### config.mk
export PLATFORM = sky130hd
export DESIGN_NAME = i2ct_target
export DESIGN_NICKNAME = d
export VERILOG_FILES = /design/src/logic/i2ct_sync.v /design/src/logic/i2ct_target.v
export VERILOG_INCLUDE_DIRS = /design/src /design/src/logic
export SDC_FILE = /design/constraint.sdc
export NUM_CORES = 1
export LEC_CHECK = 0
export BUFFER_PORTS_ARGS = -buffer_cell sky130_fd_sc_hd__buf_2
export CAP_MARGIN = 20
export CORE_MARGIN = 1
export CORE_UTILIZATION = 45
export DETAILED_ROUTE_END_ITERATION = 10
export PLACE_DENSITY = 0.64
export RECOVER_POWER = 25
export SETUP_SLACK_MARGIN = 0.1
export SLEW_MARGIN = 25
export SYNTH_ARGS = -nofsm -noshare
export SYNTH_HDL_FRONTEND = slang
export SYNTH_SLANG_ARGS = --single-unit
### constraint.sdc
create_clock -name ref_clk -period 2 [get_ports ref_clk]
set_input_delay 0 -clock ref_clk [delete_from_list [all_inputs] [get_ports ref_clk]]
set_output_delay 0 -clock ref_clk [all_outputs]
set_load 0.005 [all_outputs]
### src/logic/i2ct_defines.vh
`ifndef I2CT_DEFINES_VH
`define I2CT_DEFINES_VH
// Fixed upper four bits of the target address
`define I2CT_ADDR_FIXED   4'hd
// Bits per byte on the bus
`define I2CT_BYTE_BITS    4'h8
// Register pointer value after reset
`define I2CT_PTR_RESET    8'h00
// Position of the direction bit in the address byte
`define I2CT_RW_BIT       0
`endif

### src/logic/i2ct_sync.v
// Two-stage synchroniser for one input from outside the ref_clk domain
module i2ct_sync (
  // Clock and reset
  input  wire ref_clk,
  input  wire rst,
  // Asynchronous level in, synchronised level out
  input  wire async_in,
  output wire sync_out
);
  reg meta_q;
  reg sync_q;

  // First stage read only by the second; both reset to idle-high
  always @(posedge ref_clk) begin
    if (rst) begin
      meta_q <= 1'b1;
      sync_q <= 1'b1;
    end else begin
      meta_q <= async_in;
      sync_q <= meta_q;
    end
  end

  assign sync_out = sync_q;
endmodule // i2ct_sync

### src/logic/i2ct_target.v
// Summary of operation
// - Address and data travel as 8-bit bytes, most significant bit first.
// - The receiver of each byte returns an acknowledge in the ninth slot.
// - Start is data falling with clock high; stop is data rising.
// - Data changes only while the clock is low, except start and stop.
// - Own address is 1101 then select pins two, one, zero.
// - Acknowledge holds data low for the whole acknowledge clock period.
// - The data line is only ever pulled low; a pull-up gives high.
// - Any number of bytes is accepted between start and stop.
// - Write order: address with direction 0, index, data; all acknowledged.
// - Sequential write stores bytes at the index, then successive indexes.
// - Every data byte of a multi-byte write is acknowledged.
// - Read: index write, repeated start, address with direction 1, data.
// - Reads continue from successive registers while the controller acks.
// - Every register allows single or multi-byte reads and writes.
`include "i2ct_defines.vh"
module i2ct_target (
  // Clock and reset
  input  wire       ref_clk,
  input  wire       rst,
  // I2C clock pin (input only, never driven)
  input  wire       scl_in,
  // I2C data pin, open drain
  input  wire       sda_in,
  output wire       sda_out,
  output wire       sda_oe_n,
  // Address select straps
  input  wire       addr_select_bit0_pin,
  input  wire       addr_select_bit1_pin,
  input  wire       addr_select_bit2_pin,
  // Register file write port
  output reg  [7:0] reg_wr_addr,
  output reg  [7:0] reg_wr_data,
  output reg        reg_wr_en,
  // Register file read port, data valid same cycle as reg_rd_addr
  output reg  [7:0] reg_rd_addr,
  input  wire [7:0] reg_rd_data,
  // Transaction active flag
  output reg        busy
);
  // One-hot states
  localparam [5:0] ST_IDLE = 6'h01;
  localparam [5:0] ST_ADDR = 6'h02;
  localparam [5:0] ST_INDX = 6'h04;
  localparam [5:0] ST_WDAT = 6'h08;
  localparam [5:0] ST_RDAT = 6'h10;
  localparam [5:0] ST_RACK = 6'h20;

  wire scl_s;
  wire sda_s;
  wire [2:0] strap_s;

  // All pins are synchronised before use
  i2ct_sync u_sync_scl (.ref_clk(ref_clk), .rst(rst), .async_in(scl_in),
                        .sync_out(scl_s));
  i2ct_sync u_sync_sda (.ref_clk(ref_clk), .rst(rst), .async_in(sda_in),
                        .sync_out(sda_s));
  genvar gi;
  wire [2:0] strap_raw;
  assign strap_raw = {addr_select_bit2_pin, addr_select_bit1_pin,
                      addr_select_bit0_pin};
  generate
    for (gi = 0; gi < 3; gi = gi + 1) begin : g_strap
      i2ct_sync u_sync_strap (.ref_clk(ref_clk), .rst(rst),
                              .async_in(strap_raw[gi]),
                              .sync_out(strap_s[gi]));
    end
  endgenerate

  reg        scl_q;
  reg        sda_q;
  reg  [5:0] state_q;
  reg  [3:0] bit_q;
  reg  [7:0] shift_q;
  reg  [7:0] ptr_q;
  reg        ack_slot_q;
  reg        drive_low_q;
  reg        acked_q;

  wire scl_rise = scl_s & ~scl_q;
  wire scl_fall = ~scl_s & scl_q;
  // Start and stop are data edges while the clock stays high
  wire start_det = scl_s & scl_q & sda_q & ~sda_s;
  wire stop_det  = scl_s & scl_q & ~sda_q & sda_s;
  wire [6:0] own_addr = {`I2CT_ADDR_FIXED, strap_s};
  wire [7:0] rx_byte  = {shift_q[6:0], sda_s};

  // Only pull low; release means pull-up high
  assign sda_out  = 1'b0;
  assign sda_oe_n = ~drive_low_q;

  // Delayed copies for edge detection
  always @(posedge ref_clk) begin
    if (rst) begin
      scl_q <= 1'b1;
      sda_q <= 1'b1;
    end else begin
      scl_q <= scl_s;
      sda_q <= sda_s;
    end
  end

  // Main protocol engine. SCL is only observed, never held low
  always @(posedge ref_clk) begin
    if (rst) begin
      state_q     <= ST_IDLE;
      bit_q       <= 4'h0;
      shift_q     <= 8'h00;
      ptr_q       <= `I2CT_PTR_RESET;
      ack_slot_q  <= 1'b0;
      drive_low_q <= 1'b0;
      acked_q     <= 1'b0;
      reg_wr_addr <= 8'h00;
      reg_wr_data <= 8'h00;
      reg_wr_en   <= 1'b0;
      reg_rd_addr <= 8'h00;
      busy        <= 1'b0;
    end else begin
      reg_wr_en <= 1'b0;
      if (start_det) begin
        // Start or repeated start ends any write burst
        state_q     <= ST_ADDR;
        bit_q       <= 4'h0;
        ack_slot_q  <= 1'b0;
        acked_q     <= 1'b0;
        drive_low_q <= 1'b0;
        busy        <= 1'b1;
      end else if (stop_det) begin
        state_q     <= ST_IDLE;
        ack_slot_q  <= 1'b0;
        drive_low_q <= 1'b0;
        busy        <= 1'b0;
      end else if (scl_rise && !ack_slot_q) begin
        // Sample on rising clock, MSB first
        // While transmitting, the shifter holds outgoing bits: leave it
        if (state_q != ST_RDAT) begin
          shift_q <= rx_byte;
        end
        if (bit_q == `I2CT_BYTE_BITS - 4'h1) begin
          bit_q <= 4'h0;
          ack_slot_q <= 1'b1;
          case (state_q)
            ST_ADDR: begin
              if (shift_q[6:0] != own_addr) begin
                state_q <= ST_IDLE;
                busy    <= 1'b0;
                ack_slot_q <= 1'b0;
              end else if (rx_byte[`I2CT_RW_BIT]) begin
                state_q <= ST_RDAT;
              end else begin
                state_q <= ST_INDX;
              end
            end
            ST_INDX: begin
              ptr_q   <= rx_byte;
              state_q <= ST_WDAT;
            end
            ST_WDAT: begin
              // Store and advance; no length limit
              reg_wr_addr <= ptr_q;
              reg_wr_data <= rx_byte;
              reg_wr_en   <= 1'b1;
              ptr_q       <= ptr_q + 8'h01;
            end
            ST_RDAT: begin
              // Master's ack sampled in ninth slot below
              state_q <= ST_RACK;
            end
            default: begin
              state_q    <= ST_IDLE;
              ack_slot_q <= 1'b0;
            end
          endcase
        end else begin
          bit_q <= bit_q + 4'h1;
        end
      end else if (scl_rise && ack_slot_q && state_q == ST_RACK) begin
        // Master ack means keep sending
        acked_q <= ~sda_s;
        if (sda_s) begin
          state_q    <= ST_IDLE;
          busy       <= 1'b0;
          ack_slot_q <= 1'b0;
        end else begin
          state_q <= ST_RDAT;
          ptr_q   <= ptr_q + 8'h01;
        end
      end else if (scl_fall) begin
        if (ack_slot_q && state_q == ST_RACK) begin
          // Last bit of the byte done: release for master ack
          drive_low_q <= 1'b0;
        end else if (ack_slot_q && state_q == ST_RDAT &&
                     (acked_q || drive_low_q)) begin
          // Ninth slot over: put out the MSB of the next byte at once,
          // so the bit stands for the whole low phase
          ack_slot_q  <= 1'b0;
          acked_q     <= 1'b0;
          bit_q       <= 4'h0;
          drive_low_q <= ~reg_rd_data[7];
          shift_q     <= {reg_rd_data[6:0], 1'b0};
        end else if (ack_slot_q && drive_low_q) begin
          // Ninth slot of a received byte over: release
          drive_low_q <= 1'b0;
          ack_slot_q  <= 1'b0;
        end else if (ack_slot_q) begin
          // Pull low across whole ninth clock period
          drive_low_q <= 1'b1;
        end else if (state_q == ST_RDAT) begin
          // Transmit next bit on falling clock
          drive_low_q <= ~shift_q[7];
          shift_q     <= {shift_q[6:0], 1'b0};
        end
      end
      // Read port follows the pointer one cycle behind, so read data
      // is settled long before the falling clock that sends it
      reg_rd_addr <= ptr_q;
    end
  end
endmodule // i2ct_target

* Word-level counts from Yosys, hierarchy flattened
Cells that the tools add are included.
** Operators by class
- $add $sub $neg :: 2
- Equal/unequal tests :: 24
- Muxes and demuxes :: 56
- Bitwise operators :: 19
- Reduce and logical (&&, ||, !) cells :: 34
** Operators by type and width (number)
- 2-to-1 mux 8 bit :: 13
- 2-to-1 mux 1 bit :: 26
- AND reduction 5 bit :: 5
- 2-to-1 mux 4 bit :: 6
- case mux 6 bit (4 select lines) :: 1
- 2-to-1 mux 6 bit :: 3
- case mux 8 bit (2 select lines) :: 1
- 2-to-1 mux 5 bit :: 3
- != test 4 x 3 -> 1 bit, second input constant :: 3
- inverter 1 bit :: 12
- nonzero test 4 bit :: 3
- != test 2 bit, second input constant :: 5
- nonzero test 2 bit :: 5
- AND reduction 9 bit :: 1
- adder 8 x 1 -> 8 bit, second input constant :: 1
- bitwise AND 1 bit :: 7
- logical AND 1 bit :: 7
- != test 7 bit :: 1
- == test 6 x 2 -> 1 bit, second input constant :: 1
- == test 6 x 3 -> 1 bit, second input constant :: 1
- == test 6 x 4 -> 1 bit, second input constant :: 1
- == test 6 x 5 -> 1 bit, second input constant :: 1
- == test 6 bit, second input constant :: 1
- != test 3 x 1 -> 1 bit, second input constant :: 2
- 19 further kinds :: 25
** Word-level totals
- Register bits :: 67
- Bits of input ports :: 15
- Word-level logic and storage cells :: 160

* Logic depth before layout (Yosys ltp)
Gate-level depths: netlist of run 1.
- Word-level depth :: 9
- Depth in mapped cells :: 8
- Mapped depth without buffers :: 6

* Modules after synthesis
Synthesis of run 1 repeated with hierarchy kept, for this count alone.
** Unflattened totals
- Cells, all modules :: 327
- Area total of the unflattened synthesis :: 3084.2 um^2
** By module, submodules not included
- i2ct_target :: times used 1, cells an instance 307, area an instance 2821.5 um^2, seq. area each 1141.1 um^2
- i2ct_sync :: times used 5, cells an instance 4, area an instance 52.6 um^2, seq. area each 40.0 um^2

* Worst setup path after synthesis of run 1
OpenSTA, ideal clock, no wires.
- Kind :: register -> register
- Start :: register ack_slot_q
- End :: register ptr_q[3]
- Data arrival time :: 1687 ps
- Path slack :: 255 ps
- Cell stages (with the launch flop) :: 8
- Buffers on the path :: 2
- Clock period less this slack :: 1745 ps
- Cells stage by stage :: dfxtp_1 -> or3b_4 -> buf_6 -> nor4b_4 -> o221ai_2 -> buf_6 -> a211o_1 -> nand2_1
** Between the ends
- Word-level cells in the longest chain between the ends :: 4
- Elaborated cells on any way between the ends :: 10
** Ends and longest elaborated chain
- start, declared :: line i2ct_target.v:76 : reg ack_slot_q;
- start signal, assigned :: line i2ct_target.v:110 : ack_slot_q <= 1'b0;
- start signal, assigned :: line i2ct_target.v:124 : ack_slot_q <= 1'b0;
- start signal, assigned :: line i2ct_target.v:130 : ack_slot_q <= 1'b0;
- logical NOT 1 bit or logical AND 1 bit (tied branches) :: line i2ct_target.v:133, i2ct_target.v:177
- logical AND 1 bit (on tied branches) :: line i2ct_target.v:133, i2ct_target.v:177
- != test 3 x 1 -> 1 bit (no source line), or another cell as far along
- AND reduction 6 bit (no source line)
- end signal, assigned :: line i2ct_target.v:155 : ptr_q <= rx_byte;
- end signal, assigned :: line i2ct_target.v:163 : ptr_q <= ptr_q + 8'h01;
- end signal, assigned :: line i2ct_target.v:186 : ptr_q <= ptr_q + 8'h01;
- end, declared :: line i2ct_target.v:75 : reg [7:0] ptr_q;
Several ways; a longest one is shown, not always the timed one.
A chain may end at the register's enable or synchronous reset.

* Worst setup path in the final report of run 1
- Start :: register ack_slot_q
- End :: register ptr_q[6]
Same word-level chain as after synthesis.

==> flow_metrics.tcl, run 1 <==
set metrics [dict create \
    synthArstFlopShare 0 \
    grt-ovfl-total 0 \
    start_kind "flip-flop" \
    vdd_drop_max_mv 0.4983 \
    grt_max_degree 35 \
    final_cells 496 \
    dp_cells 472 \
    core_um2 6495 \
    max_stage_delay_ns 0.42 \
    die_w_um 85.11 \
    cp_top_family "simple AND/OR/NAND/NOR gates" \
    pin_count 43 \
    routedWlPerCell_um 14.76 \
    p_leak_nw 1.552 \
    clock-root-buffer "clkbuf_8" \
    multi_input_area_um2 1677 \
    track_usage 0.2044 \
    postRouteWirelength_um 7320 \
    synth.top_cell.area_share 0.4316 \
    netlist_instances 361 \
    num_vias 2788 \
    cp_slowest_cell "or3b_4" \
    synthToLayoutAreaGrowth_pct 20.97 \
    diodes 0 \
    layout.nets 431 \
    grt_pass1_vias 2339 \
    critPathRequiredTime_ns 2.19 \
    start_util 0.4785 \
    syn-num-nets 378 \
    clock_sinks 67 \
    antenna_found_initial 0 \
    hpwl_um 4941 \
    crit_chain "or3b_4 -> buf_8 -> nor4b_4 -> buf_4 -> o221ai_4 -> o21ai_1 -> a21oi_1" \
    post_dp_cell_area_um2 3425 \
    max_freq_mhz 528.0 \
    max_cap_viol_count 0 \
    end_kind "flip-flop" \
    synth.avg_cell_area_um2 8.609 \
    rows 29 \
    synth_edf_count 0 \
    yosys_register_bits 67 \
    yosysSeqAreaShare 0.4316 \
    synthTopCellsByArea "dfxtp_1 (43%), nand2_1 (6.3%), a21oi_1 (5.0%), nor2_1 (3.7%), mux2i_1 (3.5%)" \
    crit_arrival_ns 2.08 \
    finalClockSkew_ns 0.007762 \
    fin_tns_setup_ns 0 \
    grt_pass1_wl_um 11460 \
    crit_type "reg2reg" \
    place.gp.congestion 0.9246 \
    worst_pin_slew_ns 1.142 \
    fin_area_um2 3760 \
    syn_area_um2 3108 \
    die_y_um 85.11 \
    yosys.area.top_type "dfxtp_1" \
    insertion_delay_ns 0.35 \
    synth_cell_types 65 \
    cts.clk_slew.worst_paths_ns 0.08 \
    drtIter0Drc 233 \
    pre_cts_slack_ns 0.08337 \
    seq_area_um2 1348 \
    fin_crit_sh 0.9470 \
    synth_warnings 0 \
    drive_gt1_frac 0.2816 \
    dr.pass1.iters 5 \
    critPathBufInv 2 \
    ys.flop_type "dfxtp_1" \
    slew_headroom 0.2386 \
    vias_per_cell 5.621 \
    outcome "finished, final reports clean" \
    hp-class "in2reg" \
    finalWorstSetupSlack_ns 0.1060 \
    cts_tree "yes" \
    drtAntennaViolNets 0 \
    port_buffers 41 \
    rsz0062_at_grt "true" \
    setup_viol 0 \
    htree_levels 3 \
    route.detailed.drc 0 \
    clk_path_buf_depth 2 \
    total_power_mw 2.635 \
    p_per_area_nw_per_um2 700.8 \
    min_period_ns 1.894 \
    drv_slew 0 \
    die_area_um2 7243 \
    cp_max_fo 7 \
    num-fill-cells 587 \
    cts_buffers 9 \
    hold_viol 0 \
]
==> where the power goes <==
part	total [mW]	internal (mW)	switching, mW	leakage, nW
clock	1.16	0.586	0.571	0.102
combinational	0.121	0.0548	0.0664	0.906
sequential	1.36	1.35	0.0100	0.544
==> area by class of cell <==
cell class | instances | area share
multi-input cells | 265 | 0.4459
flip-flops and latches | 67 | 0.3584
repair buffers | 68 | 0.1138
clock buffers | 9 | 0.03295
well taps | 77 | 0.02562
clock inverters | 7 | 0.02030
inverters | 3 | 0.002995
==> final timing paths <==
path / start / endpoint / slack, ns / cells past startpoint
max: ack_slot_q$_SDFFE_PP0P_ / ptr_q[6]$_SDFFE_PP0P_ / 0.11 / 7
min: reg_rd_data[2] / shift_q[3]$_SDFFE_PP0P_ / 0.02 / 4
max reg2reg: ack_slot_q$_SDFFE_PP0P_ / ptr_q[6]$_SDFFE_PP0P_ / 0.11 / 7
min reg2reg: u_sync_scl.meta_q$_SDFF_PP1_ / u_sync_scl.sync_out$_SDFF_PP1_ / 0.41 / 1
==> tightest hold or removal path, cell delays in order <==
cell and delay [ns]:
buf_2 0.07, mux2_2 0.13, mux2i_1 0.06, nor2_1 0.07
==> synthesized netlist by cell type, types with 6 or more instances <==
master / count
nand3_1: 9
nand4_1: 6
nor2b_1: 11
mux2_2: 7
nor3_1: 6
or2_2: 12
buf_2: 12
nand2_1: 52
mux2i_1: 11
a31oi_1: 7
nor2_1: 31
a21oi_1: 31
o21ai_1: 9
clkbuf_1: 12
dfxtp_1: 67
==> cell families (layout without fill, tap and decap cells) <==
group,count (synthesis),in the layout,share of synthesized area
and+or+nand+nor,161,161,0.2774
AOI/OAI and AO/OA,75,76,0.1534
DFF,67,67,0.4316
buffers and inverters,30,87,0.04710
muxes,19,19,0.06441
xor gates and xnor gates,6,6,0.01691
adders and majority gates,2,2,0.008050
other,1,1,0.001207
==> repair_timing <==
item / 4_1_cts / 5_1_grt
resized for setup: 1 / 13
pin swaps: 0 / 3
endpoints found under the hold margin: 5 / 0
hold buffers: 5 / 0
setup endpoints to repair: 6 / 18
cloned: 0 / 1
setup buffers: 0 / 2
==> state kept, by name, summed over array words and instances (netlist names) <==
register                       count
ack_slot_q                         1
acked_q                            1
bit_q                              4
busy                               1
drive_low_q                        1
g_strap.u_sync_strap.meta_q        3
g_strap.u_sync_strap.sync_out      3
ptr_q                              8
reg_rd_addr                        8
reg_wr_addr                        8
reg_wr_data                        8
reg_wr_en                          1
scl_q                              1
sda_q                              1
shift_q                            8
state_q                            6
u_sync_scl.meta_q                  1
u_sync_scl.sync_out                1
u_sync_sda.meta_q                  1
u_sync_sda.sync_out                1
==> per-stage QoR <==
stage,util,hold WS [ns]
after global placement,0.5273,0.1826
after global routing,0.5789,0.03205
final,0.5789,0.02049
after CTS,0.5675,0.008321
after floorplan,-,0.08185
after detailed placement,0.5273,0.1844
==> metal layers <==
metal / track usage / wire, um
met5: 0 / 0
met3: 0.05545 / 430
met2: 0.3109 / 3230
met4: 0.06163 / 119
met1: 0.2834 / 3538
==> placed cells by master (no fill, tap or decap), types with 3 or more instances in the layout <==
cell	Yosys	final
xor2_1	5	5
a21o_1	4	4
a21oi_1	31	31
dfxtp_1	67	62
dfxtp_2	0	5
clkbuf_8	0	9
and3_1	5	4
buf_4	1	19
nand4_1	6	6
nor2_1	31	31
nor2b_1	11	11
dlygate4sd3_1	0	5
mux2_2	7	7
nand3_1	9	9
a31oi_1	7	7
nor3_1	6	6
mux2i_1	11	11
or2_2	12	12
buf_2	12	41
o21ai_0	3	3
nand2_1	52	52
o21ai_1	9	8
No activity file was read; power rests on OpenSTA's default activity.
==> run 2, diff against run 1 <==
--- a/config.mk
+++ b/config.mk
@@ -6,7 +6,7 @@
 export SDC_FILE = /design/constraint.sdc
 export NUM_CORES = 1
 export LEC_CHECK = 0
-export BUFFER_PORTS_ARGS = -buffer_cell sky130_fd_sc_hd__buf_2
+export BUFFER_PORTS_ARGS = -buffer_cell sky130_fd_sc_hd__buf_4
 export CAP_MARGIN = 20
 export CORE_MARGIN = 1
 export CORE_UTILIZATION = 45
==> flow_metrics.tcl, run 2 (synthesis results as in run 1) <==
set metrics [dict create \
    max_cap_viol_count 0 \
    timing.rr.start "state_q[2]$_SDFFE_PP0P_" \
    grt_pass1_vias 2479 \
    routedWlPerCell_um 14.20 \
    num_vias 2722 \
    fin_hold_ws_ns 0.02103 \
    fin_tns_setup_ns 0 \
    postRouteWirelength_um 7088 \
    grt-ovfl-total 0 \
    ff2ff_setup_slack_ns 0.15 \
    finalClockSkew_ns 0.006997 \
    outcome "finished, final reports clean" \
    pin_count 43 \
    drtAntennaViolNets 0 \
    whs_endpoint "shift_q[6]$_SDFFE_PP0P_" \
    route.detailed.drc 0 \
    final_cells 499 \
    track_usage 0.2085 \
    hpwl_um 4964 \
    synthToLayoutAreaGrowth_pct 25.48 \
    cp-startpoint "state_q[2]$_SDFFE_PP0P_" \
    final_common_cell "dfxtp_1" \
    r2r.worst_path.cells 6 \
    crit_arrival_ns 2.13 \
    rsz0062_at_grt "true" \
    clock-root-buffer "clkbuf_8" \
    p_leak_nw 1.570 \
    finalWorstSetupSlack_ns 0.1490 \
    drv_slew 0 \
    vdd_drop_max_mv 0.5143 \
    slew_headroom 0.5965 \
    drive_gt1_frac 0.2796 \
    dr.pass1.iters 4 \
    end_kind "flip-flop" \
    critPathRequiredTime_ns 2.28 \
    rr_endpoint "ptr_q[7]$_SDFFE_PP0P_" \
    htree_levels 3 \
    layout.nets 434 \
    hold_viol 0 \
    diodes 0 \
    vias_per_cell 5.455 \
    insertion_delay_ns 0.35 \
    cp_max_fo 20 \
    worst_pin_slew_ns 0.6052 \
    setup_viol 0 \
    holdCritStartpoint "reg_rd_data[5]" \
    die_y_um 85.11 \
    max_freq_mhz 540.2 \
    post_cts_buffers 0 \
    antenna_found_initial 0 \
    dp_cells 478 \
    cts_tree "yes" \
    hold_depth 4 \
    drtIter0Drc 262 \
    p_per_area_nw_per_um2 717.0 \
    min_period_ns 1.851 \
    clock_sinks 67 \
    final_cell_mix "dfxtp_1 (65), buf_4 (54), nand2_1 (52)" \
    port_buffers 41 \
    total_power_mw 2.796 \
    finish.utilization 0.6005 \
    die_w_um 85.11 \
    cts_buffers 9 \
    crit_type "reg2reg" \
    cts.clk_slew.worst_paths_ns 0.08 \
    rows 29 \
    place.gp.congestion 0.9208 \
    fin_area_um2 3900 \
    grt_max_degree 61 \
    die_area_um2 7243 \
    hp-class "in2reg" \
    grt_pass1_wl_um 11780 \
    start_util 0.4785 \
    post_dp_cell_area_um2 3597 \
    start_kind "flip-flop" \
    fin_crit_sh 0.9255 \
    clk_path_buf_depth 2 \
    core_um2 6495 \
    pre_cts_slack_ns 0.1561 \
]
==> run 2: layout make-up <==
cell class | count | area, um^2
Fill cell | 574 | 2595
Multi-Input combinational cell | 264 | 1632
Sequential cell | 67 | 1344
Timing Repair Buffer | 72 | 581.8
Clock buffer | 11 | 151.4
Tap cell | 77 | 96.34
Clock inverter | 5 | 83.83
Inverter | 3 | 11.26
==> run 2: critical path, cell delays in order (launching register included) <==
cell	delay, ns
dfxtp_1	0.39
nor2_1	0.19
a41oi_2	0.18
buf_12	0.19
or4_1	0.51
a21o_1	0.19
a21oi_1	0.12
==> run 2: how the worst max path moves through the flow <==
stage                               to  slack [ns]  depth (start not counted)
2_1_floorplan    ptr_q[3]$_SDFFE_PP0P_        0.25                          7
3_3_place_gp     ptr_q[1]$_SDFFE_PP0P_        0.18                          6
3_5_place_dp     ptr_q[1]$_SDFFE_PP0P_        0.16                          6
4_1_cts          ptr_q[1]$_SDFFE_PP0P_        0.15                          6
5_1_grt        state_q[4]$_SDFFE_PP0P_        0.05                          5
6_report         ptr_q[7]$_SDFFE_PP0P_        0.15                          6
==> run 2: what timing repair did <==
item / in CTS / in global routing
gates resized for setup: 0 / 5
setup endpoints to repair: 0 / 14
hold buffers: 5 / 0
hold endpoints to repair: 5 / 0
==> run 2: layer usage <==
layer  global-route usage  part of all wire  up-vias
li1                     -                 -     1378
met1               0.2817              0.49     1236
met2               0.3065              0.42       93
met3              0.05739             0.060       15
met4               0.1032             0.025        0
met5                    0                 0        -
==> run 2: report_power, final <==
group,total (mW),switching (mW),internal (mW)
combinational,0.132,0.0686,0.0633
clock,1.31,0.536,0.774
sequential,1.35,0.00691,1.35
total,2.80,0.612,2.18
